===== config.mk =====
export PLATFORM = sky130hd
export DESIGN_NAME = usb_device_control_core
export DESIGN_NICKNAME = d
export VERILOG_FILES = /design/src/inc/usb_ctl_pkg.sv /design/src/usb_device_control_core.sv /design/src/rem_mem.sv
export VERILOG_INCLUDE_DIRS = /design/src /design/src/inc
export SDC_FILE = /design/constraint.sdc
export NUM_CORES = 1
export LEC_CHECK = 0
export BUFFER_PORTS_ARGS = -buffer_cell sky130_fd_sc_hd__buf_2
export CAP_MARGIN = 10
export CORE_ASPECT_RATIO = 0.8
export CORE_MARGIN = 2
export CORE_UTILIZATION = 45
export DETAILED_ROUTE_END_ITERATION = 6
export MAX_ROUTING_LAYER = met4
export PLACE_DENSITY_LB_ADDON = 0.2
export SLEW_MARGIN = 20
export SYNTH_ARGS = -nofsm -noshare
export SYNTH_HDL_FRONTEND = slang
export SYNTH_SLANG_ARGS = --single-unit

===== constraint.sdc =====
create_clock -name clk_i -period 11 [get_ports clk_i]
set_input_delay 3.3 -clock clk_i [delete_from_list [all_inputs] [get_ports clk_i]]
set_output_delay 3.3 -clock clk_i [all_outputs]
set_load 0.1 [all_outputs]

===== src/inc/usb_ctl_map.svh =====
`ifndef USB_CTL_MAP_SVH
`define USB_CTL_MAP_SVH

// ****************************************
// Register offsets (byte addresses)
// ****************************************
`define OFS_CONTROL_ONE 8'h00
`define OFS_CONTROL_TWO 8'h04
`define OFS_DEV_ADDR 8'h08
`define OFS_DESC_BASE 8'h0C
`define OFS_DEV_FLAGS 8'h10
`define OFS_FRAME 8'h14
`define OFS_EP_SUMMARY 8'h18
`define OFS_PAD_TRIM 8'h1C
`define OFS_EP_CONFIG 8'h20
`define OFS_EP_IRQ_EN 8'h40
`define OFS_EP_FLAGS 8'h60
`define OFS_EP_STALL 8'h80

// ****************************************
// Field positions
// ****************************************
`define BIT_ENABLE 0
`define BIT_SOFT_RESET 1
`define BIT_MODE 2
`define BIT_DETACH 0
`define BIT_UP_RESUME 1
`define BIT_ADDR_EN 7
`define BIT_FLAG_SOF 0
`define BIT_FLAG_END_OF_RESET_FLAG 1
`define BIT_FLAG_RAMERR 2
`define BIT_FN_ERR 15
`define BIT_EP_DONE 0

// ****************************************
// Reset values and timing
// ****************************************
`define RST_CONTROL_TWO 4'h1
`define CLK_MHZ 50
`define SOF_PERIOD_US 1000
`define SOF_PERIOD_CYC (`SOF_PERIOD_US * `CLK_MHZ)
`define RX_BIT_CYC 4

`endif


===== src/inc/usb_ctl_pkg.sv =====
package usb_ctl_pkg;

   typedef struct packed {
      logic [7:0] addr;
      logic [31:0] wdata;
      logic we;
      logic re;
   } reg_req_s;

   typedef struct packed {
      logic valid;
      logic [6:0] addr;
      logic [2:0] ep;
      logic sof;
      logic err;
      logic [10:0] frame;
   } token_s;

   typedef struct packed {
      logic [31:0] haddr;
      logic [1:0] htrans;
      logic hwrite;
   } ahb_req_s;

   typedef struct packed {
      logic valid;
      logic [2:0] ep;
      logic [31:0] addr;
      logic [13:0] len;
   } packet_s;

   typedef enum logic [2:0] {
      ST_IDLE = 3'b000,
      ST_ADR0 = 3'b001,
      ST_ADR1 = 3'b011,
      ST_DAT1 = 3'b010,
      ST_EMIT = 3'b110
   } dma_state_e;

endpackage


===== src/usb_device_control_core.sv =====
// Summary of operation
// - After reset: disabled, core clock stopped, pad suspended, all state reset except the remaining byte store.
// - Enable bit one enables; zero disables at any time.
// - Soft reset returns every register to reset value, leaving disabled.
// - Mode and speed may be written anytime; applied only once enabled.
// - Detach zero attaches device; one detaches it.
// - Without an address, answer tokens to default address zero.
// - Accept own address only with accept enable; bus reset clears it.
// - Fetch endpoint descriptors from descriptor base as bus master.
// - Underflow during IN data stage sets RAM access error flag.
// - Disabling an endpoint clears its enables, flags and stall bits.
// - Split a software buffer into maximum-size packets automatically.
// - Bus reset clears configs but zero, frame, address, flags, stalls, resume.
// - End of bus reset sets the end-of-reset flag.
// - Writes may be protected except flag registers; debug lifts protection.
// - Keep operating while the CPU is halted in debug.
// - Provide a 1 kHz start-of-frame pulse in both modes.
// - Register writes affecting the core are synchronised before acting.
// - Recover the received bit clock with a digital phase tracker.
// - Keep working in sleep; events can wake the system.
// - Start-of-frame stores frame number, sets flag, flags token errors.
// - Tokens for another address are dropped and the engine idles.
`timescale 1ns/1ps
`default_nettype none
`include "usb_ctl_map.svh"

module usb_device_control_core
#(
   parameter int unsigned SOF_PERIOD = `SOF_PERIOD_CYC
)
(
   input wire logic clk_i,
   input wire logic rstn_i,
   input wire usb_ctl_pkg::reg_req_s reg_req_i,
   output logic [31:0] reg_rdata_o,
   input wire logic prot_lock_i,
   input wire logic debug_halt_i,
   input wire logic dbg_access_i,
   input wire usb_ctl_pkg::token_s token_i,
   input wire logic bus_reset_i,
   input wire logic in_underflow_i,
   input wire logic rx_dp_i,
   output logic rx_bit_o,
   output logic rx_bit_valid_o,
   output usb_ctl_pkg::ahb_req_s ahb_o,
   input wire logic [31:0] hrdata_i,
   input wire logic hready_i,
   output usb_ctl_pkg::packet_s packet_o,
   output logic token_drop_o,
   output logic core_clk_en_o,
   output logic pad_suspend_o,
   output logic attach_o,
   output logic host_mode_o,
   output logic [1:0] speed_o,
   output logic sof_pulse_o,
   output logic wake_o
);
   import usb_ctl_pkg::*;

   // ****************************************
   // Reset and register write decode
   // ****************************************
   logic soft_reset_bit_q;
   logic rst;
   logic wr_ok;
   logic is_flag_reg;
   assign rst = !rstn_i || soft_reset_bit_q;
   assign is_flag_reg = (reg_req_i.addr == `OFS_DEV_FLAGS)
      || (reg_req_i.addr[7:5] == 3'h3);
   // Debug halt and debugger accesses bypass the lock so a halted CPU can be patched.
   assign wr_ok = reg_req_i.we && (!prot_lock_i || debug_halt_i || dbg_access_i
      || is_flag_reg);

   logic enable_q;
   logic mode_q;
   logic detach_q;
   logic up_resume_q;
   logic [1:0] speed_cfg_q;
   logic [6:0] dev_addr_q;
   logic addr_en_q;
   logic [31:0] desc_base_q;
   logic [15:0] pad_trim_q;
   logic [2:0] dev_flags_q;
   logic [10:0] frame_q;
   logic frame_err_q;
   logic [2:0] ep_cfg_q [8];
   logic [7:0] ep_en_q [8];
   logic [7:0] ep_flag_q [8];
   logic [1:0] ep_stall_q [8];
   logic [7:0] summary;
   logic [7:0] ep_done;

   always_ff @(posedge clk_i)
   begin
      if (!rstn_i)
      begin
         soft_reset_bit_q <= 1'b0;
      end
      else
      begin
         soft_reset_bit_q <= wr_ok && reg_req_i.addr == `OFS_CONTROL_ONE
            && reg_req_i.wdata[`BIT_SOFT_RESET];
      end
   end

   // ****************************************
   // Link input synchronisers
   // ****************************************
   token_s tok_s1_q;
   token_s tok_s2_q;
   logic [2:0] lvl_s1_q;
   logic [2:0] lvl_s2_q;
   logic tok_seen_q;
   logic brst_seen_q;
   logic undf_seen_q;
   logic tok_ev;
   logic brst_rise;
   logic brst_fall;
   logic undf_ev;

   always_ff @(posedge clk_i)
   begin
      if (!rstn_i)
      begin
         tok_s1_q <= '0;
         tok_s2_q <= '0;
         lvl_s1_q <= 3'h0;
         lvl_s2_q <= 3'h0;
         tok_seen_q <= 1'b0;
         brst_seen_q <= 1'b0;
         undf_seen_q <= 1'b0;
      end
      else
      begin
         tok_s1_q <= token_i;
         tok_s2_q <= tok_s1_q;
         lvl_s1_q <= {rx_dp_i, in_underflow_i, bus_reset_i};
         lvl_s2_q <= lvl_s1_q;
         tok_seen_q <= tok_s2_q.valid;
         brst_seen_q <= lvl_s2_q[0];
         undf_seen_q <= lvl_s2_q[1];
      end
   end

   logic core_on_q;
   assign tok_ev = tok_s2_q.valid && !tok_seen_q && core_on_q && !host_mode_o;
   assign brst_rise = lvl_s2_q[0] && !brst_seen_q && core_on_q;
   assign brst_fall = !lvl_s2_q[0] && brst_seen_q && core_on_q;
   assign undf_ev = lvl_s2_q[1] && !undf_seen_q && core_on_q;

   // ****************************************
   // Control registers
   // ****************************************
   always_ff @(posedge clk_i)
   begin
      if (rst)
      begin
         enable_q <= 1'b0;
         mode_q <= 1'b0;
         detach_q <= 1'(`RST_CONTROL_TWO);
         up_resume_q <= 1'b0;
         speed_cfg_q <= 2'h0;
         desc_base_q <= 32'h0;
         pad_trim_q <= 16'h0;
      end
      else
      begin
         if (wr_ok && reg_req_i.addr == `OFS_CONTROL_ONE)
         begin
            enable_q <= reg_req_i.wdata[`BIT_ENABLE] && !reg_req_i.wdata[`BIT_SOFT_RESET];
            mode_q <= reg_req_i.wdata[`BIT_MODE];
         end
         else if (wr_ok && reg_req_i.addr == `OFS_CONTROL_TWO)
         begin
            detach_q <= reg_req_i.wdata[`BIT_DETACH];
            speed_cfg_q <= reg_req_i.wdata[3:2];
         end
         else if (wr_ok && reg_req_i.addr == `OFS_DESC_BASE)
         begin
            desc_base_q <= reg_req_i.wdata;
         end
         else if (wr_ok && reg_req_i.addr == `OFS_PAD_TRIM)
         begin
            pad_trim_q <= reg_req_i.wdata[15:0];
         end
         if (brst_rise)
         begin
            up_resume_q <= 1'b0;
         end
         else if (wr_ok && reg_req_i.addr == `OFS_CONTROL_TWO)
         begin
            up_resume_q <= reg_req_i.wdata[`BIT_UP_RESUME];
         end
      end
   end

   // ****************************************
   // Core enable crossing and applied mode
   // ****************************************
   // The enable passes two stages so the core never sees a half-written setting.
   logic en_s1_q;
   always_ff @(posedge clk_i)
   begin
      if (rst)
      begin
         en_s1_q <= 1'b0;
         core_on_q <= 1'b0;
         core_clk_en_o <= 1'b0;
         pad_suspend_o <= 1'b1;
         attach_o <= 1'b0;
         host_mode_o <= 1'b0;
         speed_o <= 2'h0;
      end
      else
      begin
         en_s1_q <= enable_q;
         core_on_q <= en_s1_q;
         core_clk_en_o <= en_s1_q;
         pad_suspend_o <= !en_s1_q;
         attach_o <= en_s1_q && !mode_q && !detach_q;
         if (en_s1_q && !core_on_q)
         begin
            host_mode_o <= mode_q;
            speed_o <= speed_cfg_q;
         end
      end
   end

   // ****************************************
   // Address, frame and device flags
   // ****************************************
   always_ff @(posedge clk_i)
   begin
      if (rst || brst_rise)
      begin
         dev_addr_q <= 7'h0;
         addr_en_q <= 1'b0;
         frame_q <= 11'h0;
         frame_err_q <= 1'b0;
      end
      else
      begin
         if (wr_ok && reg_req_i.addr == `OFS_DEV_ADDR)
         begin
            dev_addr_q <= reg_req_i.wdata[6:0];
            addr_en_q <= reg_req_i.wdata[`BIT_ADDR_EN];
         end
         if (tok_ev && tok_s2_q.sof)
         begin
            frame_q <= tok_s2_q.frame;
            frame_err_q <= tok_s2_q.err;
         end
      end
   end

   logic [2:0] dev_set;
   assign dev_set = {undf_ev, brst_fall, tok_ev && tok_s2_q.sof};

   always_ff @(posedge clk_i)
   begin
      if (rst)
      begin
         dev_flags_q <= 3'h0;
      end
      else
      begin
         // A flag raised in the same cycle as its clear survives.
         if (wr_ok && reg_req_i.addr == `OFS_DEV_FLAGS)
         begin
            dev_flags_q <= (dev_flags_q & ~reg_req_i.wdata[2:0]) | dev_set;
         end
         else
         begin
            dev_flags_q <= dev_flags_q | dev_set;
         end
      end
   end

   // ****************************************
   // Per-endpoint registers
   // ****************************************
   genvar g;
   generate
      for (g = 0; g < 8; g++)
      begin : g_ep
         logic cfg_wr;
         logic dis;
         assign cfg_wr = wr_ok && reg_req_i.addr == (`OFS_EP_CONFIG + 8'(g * 4));
         assign dis = cfg_wr && reg_req_i.wdata[2:0] == 3'h0;
         assign summary[g] = |ep_flag_q[g];
         always_ff @(posedge clk_i)
         begin
            if (rst || (brst_rise && g != 0))
            begin
               ep_cfg_q[g] <= 3'h0;
            end
            else if (cfg_wr)
            begin
               ep_cfg_q[g] <= reg_req_i.wdata[2:0];
            end
         end
         always_ff @(posedge clk_i)
         begin
            if (rst || brst_rise || dis)
            begin
               ep_en_q[g] <= 8'h0;
               ep_flag_q[g] <= 8'h0;
               ep_stall_q[g] <= 2'h0;
            end
            else
            begin
               if (wr_ok && reg_req_i.addr == (`OFS_EP_IRQ_EN + 8'(g * 4)))
               begin
                  ep_en_q[g] <= reg_req_i.wdata[7:0];
               end
               if (wr_ok && reg_req_i.addr == (`OFS_EP_FLAGS + 8'(g * 4)))
               begin
                  ep_flag_q[g] <= (ep_flag_q[g] & ~reg_req_i.wdata[7:0])
                     | {7'h0, ep_done[g]};
               end
               else
               begin
                  ep_flag_q[g] <= ep_flag_q[g] | {7'h0, ep_done[g]};
               end
               if (wr_ok && reg_req_i.addr == (`OFS_EP_STALL + 8'(g * 4)))
               begin
                  ep_stall_q[g] <= reg_req_i.wdata[1:0];
               end
            end
         end
      end
   endgenerate

   // ****************************************
   // Token filter and descriptor fetch
   // ****************************************
   dma_state_e state_q;
   logic [2:0] ep_q;
   logic [31:0] buf_q;
   logic [13:0] max_q;
   logic [13:0] total_q;
   logic [13:0] rem_rd;
   logic [13:0] rem_now;
   logic [13:0] len;
   logic rem_we;
   logic [7:0] rem_ok_q;
   logic addr_hit;
   assign addr_hit = addr_en_q ? (tok_s2_q.addr == dev_addr_q)
      : (tok_s2_q.addr == 7'h0);
   // The count store has no reset, so an entry is trusted only once it has been written.
   assign rem_now = (!rem_ok_q[ep_q] || rem_rd == 14'h0) ? total_q : rem_rd;
   assign len = (rem_now > max_q) ? max_q : rem_now;
   assign rem_we = state_q == ST_EMIT;

   always_ff @(posedge clk_i)
   begin
      if (rst || brst_rise)
      begin
         state_q <= ST_IDLE;
         ep_q <= 3'h0;
         buf_q <= 32'h0;
         max_q <= 14'h0;
         total_q <= 14'h0;
         rem_ok_q <= 8'h0;
         ahb_o <= '0;
         packet_o <= '0;
         token_drop_o <= 1'b0;
         ep_done <= 8'h0;
      end
      else
      begin
         packet_o.valid <= 1'b0;
         token_drop_o <= 1'b0;
         ep_done <= 8'h0;
         case (state_q)
            ST_IDLE:
            begin
               if (tok_ev && !tok_s2_q.sof)
               begin
                  if (addr_hit && ep_cfg_q[tok_s2_q.ep] != 3'h0)
                  begin
                     ep_q <= tok_s2_q.ep;
                     ahb_o.haddr <= desc_base_q + {26'h0, tok_s2_q.ep, 3'h0};
                     ahb_o.htrans <= 2'h2;
                     state_q <= ST_ADR0;
                  end
                  else
                  begin
                     token_drop_o <= 1'b1;
                  end
               end
            end
            ST_ADR0:
            begin
               if (hready_i)
               begin
                  ahb_o.haddr <= ahb_o.haddr + 32'h4;
                  state_q <= ST_ADR1;
               end
            end
            ST_ADR1:
            begin
               if (hready_i)
               begin
                  buf_q <= hrdata_i;
                  ahb_o.htrans <= 2'h0;
                  state_q <= ST_DAT1;
               end
            end
            ST_DAT1:
            begin
               if (hready_i)
               begin
                  max_q <= {4'h0, hrdata_i[9:0]};
                  total_q <= hrdata_i[23:10];
                  state_q <= ST_EMIT;
               end
            end
            ST_EMIT:
            begin
               packet_o.valid <= 1'b1;
               packet_o.ep <= ep_q;
               packet_o.addr <= buf_q + {18'h0, total_q - rem_now};
               packet_o.len <= len;
               ep_done[ep_q] <= rem_now == len;
               rem_ok_q[ep_q] <= 1'b1;
               state_q <= ST_IDLE;
            end
            default:
            begin
               state_q <= ST_IDLE;
            end
         endcase
      end
   end

   rem_mem u_rem
   (
      .clk_i(clk_i),
      .we_i(rem_we),
      .waddr_i(ep_q),
      .wdata_i(rem_now - len),
      .raddr_i(ep_q),
      .rdata_o(rem_rd)
   );

   // ****************************************
   // Frame pulse, bit recovery and wake
   // ****************************************
   logic [15:0] sof_cnt_q;
   logic [1:0] ph_q;
   logic rx_last_q;
   always_ff @(posedge clk_i)
   begin
      if (rst)
      begin
         sof_cnt_q <= 16'h0;
         sof_pulse_o <= 1'b0;
         ph_q <= 2'h0;
         rx_last_q <= 1'b0;
         rx_bit_o <= 1'b0;
         rx_bit_valid_o <= 1'b0;
         wake_o <= 1'b0;
      end
      else
      begin
         sof_pulse_o <= 1'b0;
         if (!core_on_q || sof_cnt_q == 16'(SOF_PERIOD - 1))
         begin
            sof_cnt_q <= 16'h0;
            sof_pulse_o <= core_on_q;
         end
         else
         begin
            sof_cnt_q <= sof_cnt_q + 16'h1;
         end
         // Each line edge re-centres the phase; sampling falls mid-bit.
         rx_last_q <= lvl_s2_q[2];
         ph_q <= (lvl_s2_q[2] != rx_last_q) ? 2'h0 : ph_q + 2'h1;
         rx_bit_valid_o <= core_on_q && ph_q == 2'(`RX_BIT_CYC / 2 - 1);
         rx_bit_o <= lvl_s2_q[2];
         wake_o <= (|dev_flags_q) || (|summary);
      end
   end

   // ****************************************
   // Register read port
   // ****************************************
   always_ff @(posedge clk_i)
   begin
      if (rst)
      begin
         reg_rdata_o <= 32'h0;
      end
      else if (reg_req_i.re)
      begin
         if (reg_req_i.addr == `OFS_CONTROL_ONE)
            reg_rdata_o <= {29'h0, mode_q, 1'b0, enable_q};
         else if (reg_req_i.addr == `OFS_CONTROL_TWO)
            reg_rdata_o <= {28'h0, speed_cfg_q, up_resume_q, detach_q};
         else if (reg_req_i.addr == `OFS_DEV_ADDR)
            reg_rdata_o <= {24'h0, addr_en_q, dev_addr_q};
         else if (reg_req_i.addr == `OFS_DESC_BASE)
            reg_rdata_o <= desc_base_q;
         else if (reg_req_i.addr == `OFS_DEV_FLAGS)
            reg_rdata_o <= {29'h0, dev_flags_q};
         else if (reg_req_i.addr == `OFS_FRAME)
            reg_rdata_o <= {16'h0, frame_err_q, 4'h0, frame_q};
         else if (reg_req_i.addr == `OFS_EP_SUMMARY)
            reg_rdata_o <= {24'h0, summary};
         else if (reg_req_i.addr == `OFS_PAD_TRIM)
            reg_rdata_o <= {16'h0, pad_trim_q};
         else if (reg_req_i.addr[7:5] == 3'h1 && reg_req_i.addr[1:0] == 2'h0)
            reg_rdata_o <= {29'h0, ep_cfg_q[reg_req_i.addr[4:2]]};
         else if (reg_req_i.addr[7:5] == 3'h2 && reg_req_i.addr[1:0] == 2'h0)
            reg_rdata_o <= {24'h0, ep_en_q[reg_req_i.addr[4:2]]};
         else if (reg_req_i.addr[7:5] == 3'h3 && reg_req_i.addr[1:0] == 2'h0)
            reg_rdata_o <= {24'h0, ep_flag_q[reg_req_i.addr[4:2]]};
         else if (reg_req_i.addr[7:5] == 3'h4 && reg_req_i.addr[1:0] == 2'h0)
            reg_rdata_o <= {30'h0, ep_stall_q[reg_req_i.addr[4:2]]};
         else
            reg_rdata_o <= 32'h0;
      end
      else
      begin
         reg_rdata_o <= 32'h0;
      end
   end
endmodule

`default_nettype wire


===== src/rem_mem.sv =====
`timescale 1ns/1ps
`default_nettype none

// ****************************************
// Per-endpoint remaining byte store
// ****************************************
module rem_mem
(
   input wire logic clk_i,
   input wire logic we_i,
   input wire logic [2:0] waddr_i,
   input wire logic [13:0] wdata_i,
   input wire logic [2:0] raddr_i,
   output logic [13:0] rdata_o
);
   logic [13:0] mem_q [8];

   always_ff @(posedge clk_i)
   begin
      if (we_i)
      begin
         mem_q[waddr_i] <= wdata_i;
      end
      rdata_o <= mem_q[raddr_i];
   end
endmodule

`default_nettype wire


==> out/results.txt, run 1 <==
The flow ran to the end, and the final reports show no timing, DRC or antenna violations. The endpoint type of the worst setup path is a flop. The first global-routing pass estimated 129900 um of wire.

The filler cell count was 5758; the post-CTS setup repair buffer count was 0. In this run the horizontal extent of the chip is 288.0 um. For the final database, setup skew stands at 0.02861 ns. In the final routed layout, each cell accounts on average for 22.16 um.

The tools report the maximum number of pins on one net before global-route repair as 76. The worst slew margin relative to its limit is 27.41%. The power per cell area came out at 155.3 mW/mm^2. The footprint of the flip-flops and latches is 0.01586 mm^2.

In the synthesized netlist the dominant register cell turns out to be sky130_fd_sc_hd__dfxtp_1. Of the total synthesized cell area, the portion taken by AND, OR, NAND and NOR gates is 19.27%. For the clock sink count, the log shows 652. The worst-case IR drop observed on VDD is 104.3 uV. Once the floorplan was initialized, standard cells occupied 45.37% of the core.

The worst-path maximum fanout came out at 31. The path class of the tightest hold or removal check is reg -> reg. By area the synthesized netlist is led by sky130_fd_sc_hd__edfxtp_1 (29%), sky130_fd_sc_hd__dfxtp_1 (26%), sky130_fd_sc_hd__nand2_1 (5.6%). The congestion estimate from routability-driven global placement came to 0.9539. After synthesis, the largest family of logic cells by area is simple AND/OR/NAND/NOR gates.

The commonest non-fill, non-tap cell in the layout was sky130_fd_sc_hd__nand2_1. During placement, the flow inserted port buffers numbering 232. The hold violation count in the final report is 0, and the fraction of the yosys area taken by sequential cells is 54.62%. The detailed router finished its first iteration with 2182 violations.

On the final layout, the worst hold slack is 0.4214 ns. Adding up every negative setup slack in the final design gives 0 ns. The core box area is 0.06397 mm^2, and the number of max-slew violations in the final report is 0. During I/O placement, the number of pins put on the boundary was 235. The gate count of the mapped netlist was 2836; the routed via count was 22.48k.

The leftover overflow at the end of global routing is 0, and the combined area of the multi-input logic cells is 0.01243 mm^2. TritonCTS built the clock tree. The hold buffer count at CTS is 0. In the finished design, the share of the clock period the worst path needs comes to 69.11%. Setup repair after global routing left no endpoint under its margin. Of the post-synthesis cell area, the part taken by muxes is 6.962%. The number of warnings printed during yosys synthesis was 0; the detailed-router iteration count before antenna repair was 6. Clock tree root buffer cell: sky130_fd_sc_hd__clkbuf_16. In this run the remaining antenna-violating nets after routing total 0. The initial antenna violation count is 4, and the detailed-route vias per instance is 5.736.

The residual DRC count was 0; the count of instances resized after the clock tree is built was 0. The overall power consumption came out at 5161 uW. The average cell area after synthesis was 10.24 um^2.

The top cell type by area accounts for 28.97% of the synthesized area. For the synthesized area, the log shows 0.02903 mm^2. The number of enable flip-flop cells after synthesis is 280, and the compound-gate portion of the synthesized area is 10.61%.

Max-cap violations in this run came to 0. The fraction of final layout cells sized beyond drive strength 1 was 15.53%; the cell count after placement was 3794. Detailed placement ended at an HPWL of 62020 um. The clock slew seen by the registers of the worst setup and hold paths is 0.06 ns, and the worst-margin pin slew is 1.085 ns. The layout-stage area growth over the synthesis result came out at 14.51%. The die covers 0.06656 mm^2. The library cells used most frequently in the layout, excluding fill and tap cells, are sky130_fd_sc_hd__nand2_1 (432), sky130_fd_sc_hd__dfxtp_1 (371), sky130_fd_sc_hd__edfxtp_1 (280). sky130_fd_sc_hd__edfxtp_1 takes more of the synthesized area than any other cell.

The synthesized design contains 652 register bits. In this run the core area contains 83 standard-cell rows. The maximum clock insertion buffer count came out at 3. The routed design could run at a clock period as short as 7.602 ns. The net count of the finished layout is 3177. The count of placed standard cells in the final layout, fillers left out came out at 3918. The number of different library cells used by synthesis comes to 73. The latest clock arrival within the worst-skew pair was 0.61 ns; the detailed-route wire length was 86820 um. In this run the number of H-tree levels came out at 3. After Yosys synthesis, full adders, half adders and majority gates account for 2.491% of the synthesized area.

The required arrival time at the worst endpoint is 11.22 ns, and the final core utilization is 51.96%. In this run the vertical extent of the chip is 231.2 um. Total clock buffers created by CTS: 68. STA puts the critical path data arrival time at 7.83 ns.

The via count of the first global-routing pass is 21.23k, and the async set or reset register ratio after synthesis is 0%. The fmax was 131.6 MHz; the xor/xnor share of the synthesized area was 3.104%. Type of the worst setup path: in -> reg.

Setup violations remaining at the end of the flow were counted as 0. The type of origin of the critical path was an input port. For this design the static power due to leakage is 0.01184 uW. Across every metal layer, demand over resource in global routing totals 26.47%.
state kept, by name (all words and copies together) (netlist names), 8 cells and up:
signal and flops:
u_rem.mem_q 112, ep_en_q 64, ep_flag_q 64, packet_o 50, ahb_o 33, buf_q 32
desc_base_q 32, reg_rdata_o 32, ep_cfg_q 24, tok_s1_q 24, tok_s2_q 24, ep_stall_q 16
pad_trim_q 16, sof_cnt_q 16, total_q 14, u_rem.rdata_o 14, frame_q 11, max_q 10
ep_done 8, rem_ok_q 8
critical path, stage by stage:
cell	delay, ns
sky130_fd_sc_hd__buf_2	0.64
sky130_fd_sc_hd__or4b_1	0.69
sky130_fd_sc_hd__nor4_2	0.85
sky130_fd_sc_hd__o21ai_2	0.36
sky130_fd_sc_hd__nand2b_1	0.56
sky130_fd_sc_hd__o21ai_0	0.68
sky130_fd_sc_hd__nand2_1	0.25
sky130_fd_sc_hd__o21ai_1	0.49
final cells by class:
| cell class | count | share of cell area, % |
|---|---|---|
| multi-input combinational | 1982 | 37.39 |
| sequential | 652 | 47.71 |
| clock buffer | 103 | 6.354 |
| antenna | 3 | 0.02259 |
| tap | 850 | 3.200 |
| clock inverter | 18 | 0.5873 |
| inverter | 46 | 0.5195 |
| timing repair buffer | 264 | 4.216 |
power breakdown:
| part | switching, uW | internal, uW | total, uW |
|---|---|---|---|
| sequential | 27.0 | 2560 | 2590 |
| combinational | 137 | 68.4 | 205 |
| clock | 950 | 1420 | 2370 |
| total | 1110 | 4050 | 5160 |
through the flow:
| step | worst slack (ns) | instance area (um^2) |
|---|---|---|
| floorplan | 4.910 | 29060 |
| finish | 3.398 | 33240 |
| CTS | 3.517 | 33230 |
| global route | 2.982 | 33230 |
| detailed placement | 2.893 | 30920 |
| global placement | 3.109 | 30910 |
cell families after synthesis:
logic type               after synthesis
AO/OA/AOI/OAI                        525
multiplexers                         132
XOR/XNOR                             102
flip-flops                           652
adder cells (fa/ha/maj)               56
buffers and inverters                210
AND/OR/NAND/NOR                     1157
other                                  2
worst paths after layout:
path / start / endpoint / slack, ns / cells past startpoint
worst max-delay path: reg_req_i[38] / ep_flag_q[5][6] / 3.40 / 8
worst max register to register: ep_q[1] / u_rem.mem_q[5][13] / 3.62 / 22
worst min-delay path: tok_s1_q[14] / tok_s2_q[14] / 0.42 / 1
worst min register to register: tok_s1_q[14] / tok_s2_q[14] / 0.42 / 1
cells in the mapped netlist (57+ instances only):
master,count
sky130_fd_sc_hd__nand2_1,434
sky130_fd_sc_hd__dfxtp_1,372
sky130_fd_sc_hd__edfxtp_1,280
sky130_fd_sc_hd__a21oi_1,239
sky130_fd_sc_hd__nor2_1,214
sky130_fd_sc_hd__and2_1,147
sky130_fd_sc_hd__o21ai_0,137
sky130_fd_sc_hd__clkbuf_1,128
sky130_fd_sc_hd__nand3_1,85
sky130_fd_sc_hd__nor3b_1,60
sky130_fd_sc_hd__mux2i_1,59
sky130_fd_sc_hd__xor2_1,57
layer usage:
| metal | share of wire, % | vias up | track usage, % |
|---|---|---|---|
| li1 | - | 10467 | - |
| met3 | 8.4 | 161 | 4.921 |
| met5 | 0 | - | - |
| met4 | 2.7 | 0 | 7.222 |
| met2 | 44 | 905 | 38.54 |
| met1 | 45 | 10942 | 37.79 |
No activity file was read; power rests on OpenSTA's default activity.
==> run 2, diff against run 1 <==
==> constraint.sdc (replaced) <==
create_clock -name clk_i -period 7.5 [get_ports clk_i]
set_input_delay 2.25 -clock clk_i [delete_from_list [all_inputs] [get_ports clk_i]]
set_output_delay 2.25 -clock clk_i [all_outputs]
set_load 0.1 [all_outputs]
==> run 2 against run 1 <==
  * Final cell count increased by 0.20%
  * Hold slack improved by 0.0092 ns
  * Sequential power increased by 46%
  * Die area unchanged
  * Critical path depth increased by 15
  * Critical path type is now reg -> reg
  * Critical endpoint is now u_rem.mem_q[6][13]
==> out/results.txt, run 2 (synthesis gave the netlist of run 1 again) <==
The flow ran to the end, and the final reports show no timing, DRC or antenna violations. The detailed-route wire length was 87950 um (was 86820 um). Setup repair after global routing left no endpoint under its margin. The type of the worst setup path is reg -> reg (was in -> reg).

Commonest cells after routing, fill and taps aside: sky130_fd_sc_hd__nand2_1 (432), sky130_fd_sc_hd__dfxtp_1 (371), sky130_fd_sc_hd__edfxtp_1 (280) (unchanged). The required arrival time at the worst endpoint is 7.84 ns (was 11.22 ns). The die span in x is 288.0 um (unchanged). The tools report the filler cell count as 5800 (was 5758).

The total number of H-tree levels is 3 (unchanged). The detailed-router iteration count before antenna repair was 6 (unchanged). The overall global routing resource usage was 26.90% (was 26.47%); the maximum clock insertion buffer count was 3 (unchanged). The number of max-capacitance violations reported was 0 (unchanged); the combined area of the multi-input logic cells was 0.01244 mm^2 (was 0.01243 mm^2).

TritonCTS built the clock tree. Average routed wire per standard cell: 22.40 um (was 22.16 um). Total of endpoints with negative setup slack in the final report: 0 (unchanged). The peak supply drop came out at 142.9 uV (was 104.3 uV).

The detailed-route vias per instance was 5.780 (was 5.736). The core box area is 0.06397 mm^2 (unchanged), and the routed via count is 22.69k (was 22.48k). The latest clock arrival within the worst-skew pair is 0.62 ns (was 0.61 ns). The tools report the endpoint type of the worst setup path as a flop (unchanged).

The tools report the footprint of the flip-flops and latches as 0.01586 mm^2 (unchanged). The number of DRC markers after the initial detailed-route iteration is 2419 (was 2182). Commonest non-fill, non-tap cell in the layout: sky130_fd_sc_hd__nand2_1 (unchanged). The worst slew margin relative to its limit is 25.57% (was 27.41%). The run gives 3185 (was 3177) as the net total in the final layout. The post-route fraction of the period consumed by the critical path works out to 86.73%.

Count of port buffers added during placement: 232 (unchanged). Registers with the most flip-flops: u_rem.mem_q: 112 flops, ep_en_q: 64 flops, ep_flag_q: 64 flops (unchanged). Routability congestion estimate from global placement: 0.9983 (was 0.9539).

For the post-route clock skew, the log shows 0.02703 ns (was 0.02861 ns). The run gives 63140 um (was 62020 um) as the HPWL after detailed placement. The clock sink count is 652 (unchanged), and the number of nets with antenna violations after detailed routing is 0 (unchanged). The initial antenna violation count was 1 (was 4); the placed cell area was 0.03098 mm^2 (was 0.03092 mm^2).

The hold violation count in the final report is 0 (unchanged), and the final standard cell area without fillers is 0.03324 mm^2 (about the same). The post-CTS setup repair buffer count was 0 (unchanged); the via count of the first global-routing pass was 21.40k (was 21.23k). The maximum number of pins on one net before global-route repair was 81 (was 76).

The wire length of the first global-routing pass came out at 132300 um (was 129900 um). The classification of the worst-slack hold path is reg -> reg (unchanged). Boundary pin count: 235 (unchanged). The tools report the clock tree root buffer cell as sky130_fd_sc_hd__clkbuf_16 (unchanged). Based on the critical path, the design can be clocked at up to 153.7 MHz.

The summed negative setup slack over all endpoints is 0 ns (unchanged). The number of max-slew violations in the final report came out at 0 (unchanged). The clock slew seen by the registers of the worst setup and hold paths was 0.06 ns (about the same); the count of standard-cell rows was 83 (unchanged). The run gives 0.06656 mm^2 (unchanged) as the area of the die. Reported leakage power: 0.01184 uW (about the same). The worst-margin pin slew works out to 1.105 ns (was 1.085 ns). The worst-path maximum fanout was 23 (was 31). The flip-flop count of the largest register, all copies and words added was 112 (unchanged). Most flop-heavy register: u_rem.mem_q (unchanged). The logs give 6.84 ns (was 7.83 ns) for the arrival time of the worst setup path and 45.37% (unchanged) for the starting density of the core. The hold buffer count at CTS is 0 (unchanged), and the fraction of final layout cells sized beyond drive strength 1 is 15.64% (was 15.53%).

The count of instances resized after the clock tree is built is 0 (unchanged). Type of origin of the critical path: a flop (was an input port). The leftover overflow at the end of global routing is 0 (unchanged), and the power per cell area is 226.4 mW/mm^2 (was 155.3 mW/mm^2). The total clock buffers created by CTS is 69 (was 68), and the layout-stage area growth over the synthesis result is 14.51% (about the same). The clock period minus worst slack is 6.505 ns, and the residual DRC count is 0 (unchanged). The height of the die works out to 231.2 um (unchanged).
-- run 2: worst max-delay path, cell delays in order (launching register included) --
cell and delay, ns:
sky130_fd_sc_hd__dfxtp_1 0.57, sky130_fd_sc_hd__mux2_4 0.24, sky130_fd_sc_hd__o221ai_2 0.13, sky130_fd_sc_hd__a221oi_4 0.28, sky130_fd_sc_hd__buf_4 0.32, sky130_fd_sc_hd__mux2_2 0.43, sky130_fd_sc_hd__ha_1 0.30, sky130_fd_sc_hd__a21oi_1 0.15
sky130_fd_sc_hd__nor2b_1 0.06, sky130_fd_sc_hd__o21ai_0 0.16, sky130_fd_sc_hd__nand2_1 0.07, sky130_fd_sc_hd__a311oi_1 0.25, sky130_fd_sc_hd__o21a_1 0.24, sky130_fd_sc_hd__buf_4 0.21, sky130_fd_sc_hd__mux2i_1 0.26, sky130_fd_sc_hd__ha_1 0.21
sky130_fd_sc_hd__o21ai_0 0.13, sky130_fd_sc_hd__a21boi_0 0.25, sky130_fd_sc_hd__o21ai_0 0.11, sky130_fd_sc_hd__nand2b_1 0.12, sky130_fd_sc_hd__a31oi_1 0.16, sky130_fd_sc_hd__o311ai_0 0.88, sky130_fd_sc_hd__nor4b_1 0.16, sky130_fd_sc_hd__xnor2_1 0.53
-- run 2: cell type report --
| type | instances | share of cell area (%) |
|---|---|---|
| well taps | 850 | 3.200 |
| flip-flops and latches | 652 | 47.71 |
| inverters | 46 | 0.5195 |
| clock buffers | 105 | 6.320 |
| repair buffers | 271 | 4.374 |
| clock inverters | 19 | 0.4517 |
| diodes | 1 | 0.007529 |
| multi-input cells | 1982 | 37.42 |
-- run 2: power by group --
group          switching, uW  internal [uW]  total (uW)
registers               39.3           3750        3790
logic                    203            100         304
clock network           1420           2000        3430
-- run 2: final timing paths --
kind | from | to | slack (ns) | depth (start not counted)
worst max register to register | ep_q[2] | u_rem.mem_q[6][13] | 1.0 | 23
worst max-delay path | ep_q[2] | u_rem.mem_q[6][13] | 1.0 | 23
worst min-delay path | tok_s1_q[4] | tok_s2_q[4] | 0.43 | 1
worst min register to register | tok_s1_q[4] | tok_s2_q[4] | 0.43 | 1
-- run 2: metrics by stage --
stage	std cells	hold WS [ns]	setup slack (ns)	total power [uW]	utilization, %
finish	3926	0.4306	0.9954	7524	51.96
global route	3925	0.4476	0.4010	7734	51.95
global placement	3801	0.4069	1.164	4163	48.41
floorplan	2844	0.3934	1.859	4026	-
detailed placement	3801	0.4184	1.091	4167	48.43
CTS	3925	0.4327	1.057	7565	51.95
-- run 2: metal layers --
metal / track usage, % / up-vias / wire length (um)
li1: - / 10463 / -
met1: 39.09 / 11147 / 40590
met2: 37.93 / 937 / 37450
met3: 5.817 / 146 / 7746
met4: 6.979 / 0 / 2160
met5: - / - / 0
==> run 3, diff against run 2 <==
==> constraint.sdc (replaced) <==
create_clock -name clk_i -period 7.5 [get_ports clk_i]
set_input_delay 0.375 -clock clk_i [delete_from_list [all_inputs] [get_ports clk_i]]
set_output_delay 0.375 -clock clk_i [all_outputs]
set_load 0.1 [all_outputs]
==> run 3 against run 2 <==
  * Critical path depth did not move
  * Critical path type unchanged
  * Highest routed layer unchanged
  * Die area stayed put
  * Core utilization up 0.74 points
  * Clock power is 7.3% higher
==> out/results.txt, run 3 (synthesis gave the netlist of run 1 again) <==
The startpoint of the most critical register-to-register path is ep_q[2] (unchanged). The type of origin of the critical path is a flop (unchanged). The worst path buffer plus inverter count works out to 4 (was 2).

The post-route fraction of the period consumed by the critical path came out at 90.19% (was 86.73%). Flip-flop count of the largest register, all copies and words added: 112 (unchanged). The tools report the endpoint type of the worst setup path as a flop (unchanged). The tools report the count of instances resized after the clock tree is built as 0 (unchanged). Hold violation count in the final report: 0 (unchanged). The logs give 128800 um (was 132300 um) for the wire length of the first global-routing pass and 156.6 uV (was 142.9 uV) for the peak supply drop.

The clock power share is 47.3% (was 45.5%). The total of endpoints with negative setup slack in the final report was 0 (unchanged). The core box area is 0.06397 mm^2 (unchanged). End of the worst register-to-register path: u_rem.mem_q[4][11] (was u_rem.mem_q[6][13]). For the number of max-slew violations in the final report, the log shows 0 (unchanged). Commonest cells after routing, fill and taps aside: sky130_fd_sc_hd__nand2_1 (431), sky130_fd_sc_hd__dfxtp_1 (371), sky130_fd_sc_hd__edfxtp_1 (280) (was sky130_fd_sc_hd__nand2_1 (432), sky130_fd_sc_hd__dfxtp_1 (371), sky130_fd_sc_hd__edfxtp_1 (280)). TritonCTS built the clock tree.

The portion of total power attributed to combinational logic came out at 4.0% (about the same). The residual DRC count came out at 0 (unchanged). The tools report the end of the worst hold path as desc_base_q[26] (was tok_s2_q[4]). The flow ran to the end, and the final reports show no timing, DRC or antenna violations. The run gives 0 (unchanged) as the number of max-capacitance violations reported.

The cell count of the worst reg-to-reg path was 23 (unchanged); the overall global routing resource usage was 26.04% (was 26.90%). The clock slew seen by the registers of the worst setup and hold paths works out to 0.06 ns (about the same). The logs give 61180 um (was 63140 um) for the HPWL after detailed placement and 3 (unchanged) for the total number of H-tree levels. The kind of cell adding the most delay to the critical path was compound AO/OA/AOI/OAI gates (unchanged). The hold buffer count at CTS is 27 (was 0).

The height of the die is 231.2 um (unchanged). The reported leakage power is 0.01206 uW (was 0.01184 uW), and the average routed wire per standard cell is 21.67 um (was 22.40 um). The fraction of final layout cells sized beyond drive strength 1 came out at 15.71% (was 15.64%). Setup repair after global routing left no endpoint under its margin.

The boundary pin count was 235 (unchanged); the count of port buffers added during placement was 232 (unchanged). Detailed-route wire length: 85800 um (was 87950 um). Registers with the most flip-flops: u_rem.mem_q: 112 flops, ep_en_q: 64 flops, ep_flag_q: 64 flops (unchanged). Latest clock arrival within the worst-skew pair: 0.62 ns (about the same). The cell with the biggest individual delay on the critical path was sky130_fd_sc_hd__o311ai_0 (unchanged). The switching power share of the total came out at 21.51% (was 22.16%).

The clock period minus worst slack came out at 6.764 ns (was 6.505 ns). For the maximum clock insertion buffer count, the log shows 3 (unchanged). The clock sink count was 652 (unchanged); the worst slew margin relative to its limit was 25.65% (was 25.57%). The number of DRC markers after the initial detailed-route iteration is 2440 (was 2419). The commonest non-fill, non-tap cell in the layout is sky130_fd_sc_hd__nand2_1 (unchanged).

For the net total in the final layout, the log shows 3217 (was 3185). The initial antenna violation count was 0 (was 1). The most flop-heavy register is u_rem.mem_q (unchanged). Routability congestion estimate from global placement: 0.9670 (was 0.9983). The worst-path maximum fanout was 14 (was 23); the number of instances on the worst hold path was 3 (was 1). Cell seen most often among critical-path stages: sky130_fd_sc_hd__buf_4 (was sky130_fd_sc_hd__o21ai_0). The layout-stage area growth over the synthesis result is 16.14% (was 14.51%). The largest stage delay on the critical path is 0.96 ns (was 0.88 ns), and the post-route clock skew is 0.02649 ns (was 0.02703 ns). The tools report the leftover overflow at the end of global routing as 0 (unchanged).

The switching power came out at 1674 uW (was 1667 uW). The routed via count is 22.78k (was 22.69k), and the post-CTS setup repair buffer count is 0 (unchanged). The die span in x came out at 288.0 um (unchanged).

The cell depth of the worst setup path works out to 23 (unchanged). For the summed negative setup slack over all endpoints, the log shows 0 ns (unchanged). The clock tree root buffer cell is sky130_fd_sc_hd__clkbuf_16 (unchanged). The starting density of the core came out at 45.37% (unchanged). For the cell count after placement, the log shows 3805 (was 3801).

The maximum number of pins on one net before global-route repair came out at 90 (was 81). The power per cell area is 230.8 mW/mm^2 (was 226.4 mW/mm^2), and the setup slack of the most critical reg-to-reg path is 0.74 ns (was 1.0 ns). The tools report the power share of the sequential group as 48.7% (was 50.4%).

Cell Chain, Critical Path: buf_4 > nor2_1 > buf_4 > a221oi_4 > buf_4 > mux2_2 > ha_1 > and4_1 > nand3_1 > o22ai_1 > o21a_1 > buf_4 > mux2_4 > ha_1 > nor2b_1 > o21ai_0 > a21boi_0 > o21ai_0 > nand2b_1 > a31oi_1 > o311ai_0 > nor3b_1 > xnor2_1 (was mux2_4 > o221ai_2 > a221oi_4 > buf_4 > mux2_2 > ha_1 > a21oi_1 > nor2b_1 > o21ai_0 > nand2_1 > a311oi_1 > o21a_1 > buf_4 > mux2i_1 > ha_1 > o21ai_0 > a21boi_0 > o21ai_0 > nand2b_1 > a31oi_1 > o311ai_0 > nor4b_1 > xnor2_1). The tools report the startpoint of the most critical hold path as reg_req_i[28] (was tok_s1_q[4]). The area of the die came out at 0.06656 mm^2 (unchanged).

The detailed-route vias per instance came out at 5.754 (was 5.780). The type of the worst setup path was reg -> reg (unchanged). The worst-margin pin slew is 1.104 ns (was 1.105 ns).

The number of nets with antenna violations after detailed routing came out at 0 (unchanged). The classification of the worst-slack hold path was in -> reg (was reg -> reg). Required arrival time at the worst endpoint: 7.84 ns (about the same). The logs give 21.24k (was 21.40k) for the via count of the first global-routing pass and 83 (unchanged) for the count of standard-cell rows. Fmax: 147.8 MHz (was 153.7 MHz).

The total clock buffers created by CTS was 70 (was 69); the total internal power was 6108 uW (was 5857 uW). The arrival time of the worst setup path was 7.10 ns (was 6.84 ns); the detailed-router iteration count before antenna repair was 7 (was 6). Count of placed standard cells in the final layout, fillers left out: 3959 (was 3926).
## run 3: how the worst max path moves through the flow
stage | endpoint | from | slack (ns)
after global routing | u_rem.mem_q[6][13] | ep_q[0] | 0.30
after CTS | u_rem.mem_q[4][11] | ep_q[0] | 0.93
after global placement | u_rem.mem_q[4][11] | ep_q[2] | 1.16
after floorplan | u_rem.mem_q[0][13] | ep_q[2] | 1.86
after detailed placement | u_rem.mem_q[3][13] | ep_q[0] | 0.94
final | u_rem.mem_q[4][11] | ep_q[2] | 0.74
## run 3: tightest hold or removal path: stages
cell,delay [ns]
sky130_fd_sc_hd__buf_2,0.10
sky130_fd_sc_hd__nand2_1,0.05
sky130_fd_sc_hd__a21oi_1,0.05
## run 3: layout make-up
type	instances	area, um^2
diodes	2	5.005
clock buffers	94	1988
clock inverters	31	441.7
fillers	5654	30260
inverters	46	172.7
multi-input cells	1982	12430
flip-flops and latches	652	15860
well taps	850	1064
repair buffers	302	1754
## run 3: stage by stage
stage | hold slack, ns | worst slack (ns) | power, uW | instance area, um^2 | util [%]
global route | 0.002527 | 0.2954 | 8001 | 33710 | 52.69
finish | 0.01391 | 0.7355 | 7782 | 33710 | 52.70
floorplan | 0.3934 | 1.859 | 4026 | 29060 | -
CTS | 0.0004413 | 0.9306 | 7831 | 33700 | 52.68
global placement | 0.4063 | 1.160 | 4153 | 31000 | 48.45
detailed placement | 0.4175 | 0.9417 | 4159 | 31000 | 48.46
## run 3: routing by layer
metal / up-vias / part of all wire (%) / track usage, %
met5: - / 0 / -
li1: 10521 / - / -
met4: 0 / 2.4 / 6.363
met1: 11101 / 45 / 36.76
met2: 1013 / 44 / 38.15
met3: 145 / 9.0 / 5.689
## run 3: power groups by stage
stage          clock network [uW]  registers (uW)  logic, uW
2_1_floorplan                   0            3850        171
3_3_place_gp                    0            3860        291
3_5_place_dp                    0            3860        294
4_1_cts                      3740            3790        307
5_1_grt                      3880            3790        329
6_report                     3680            3790        310
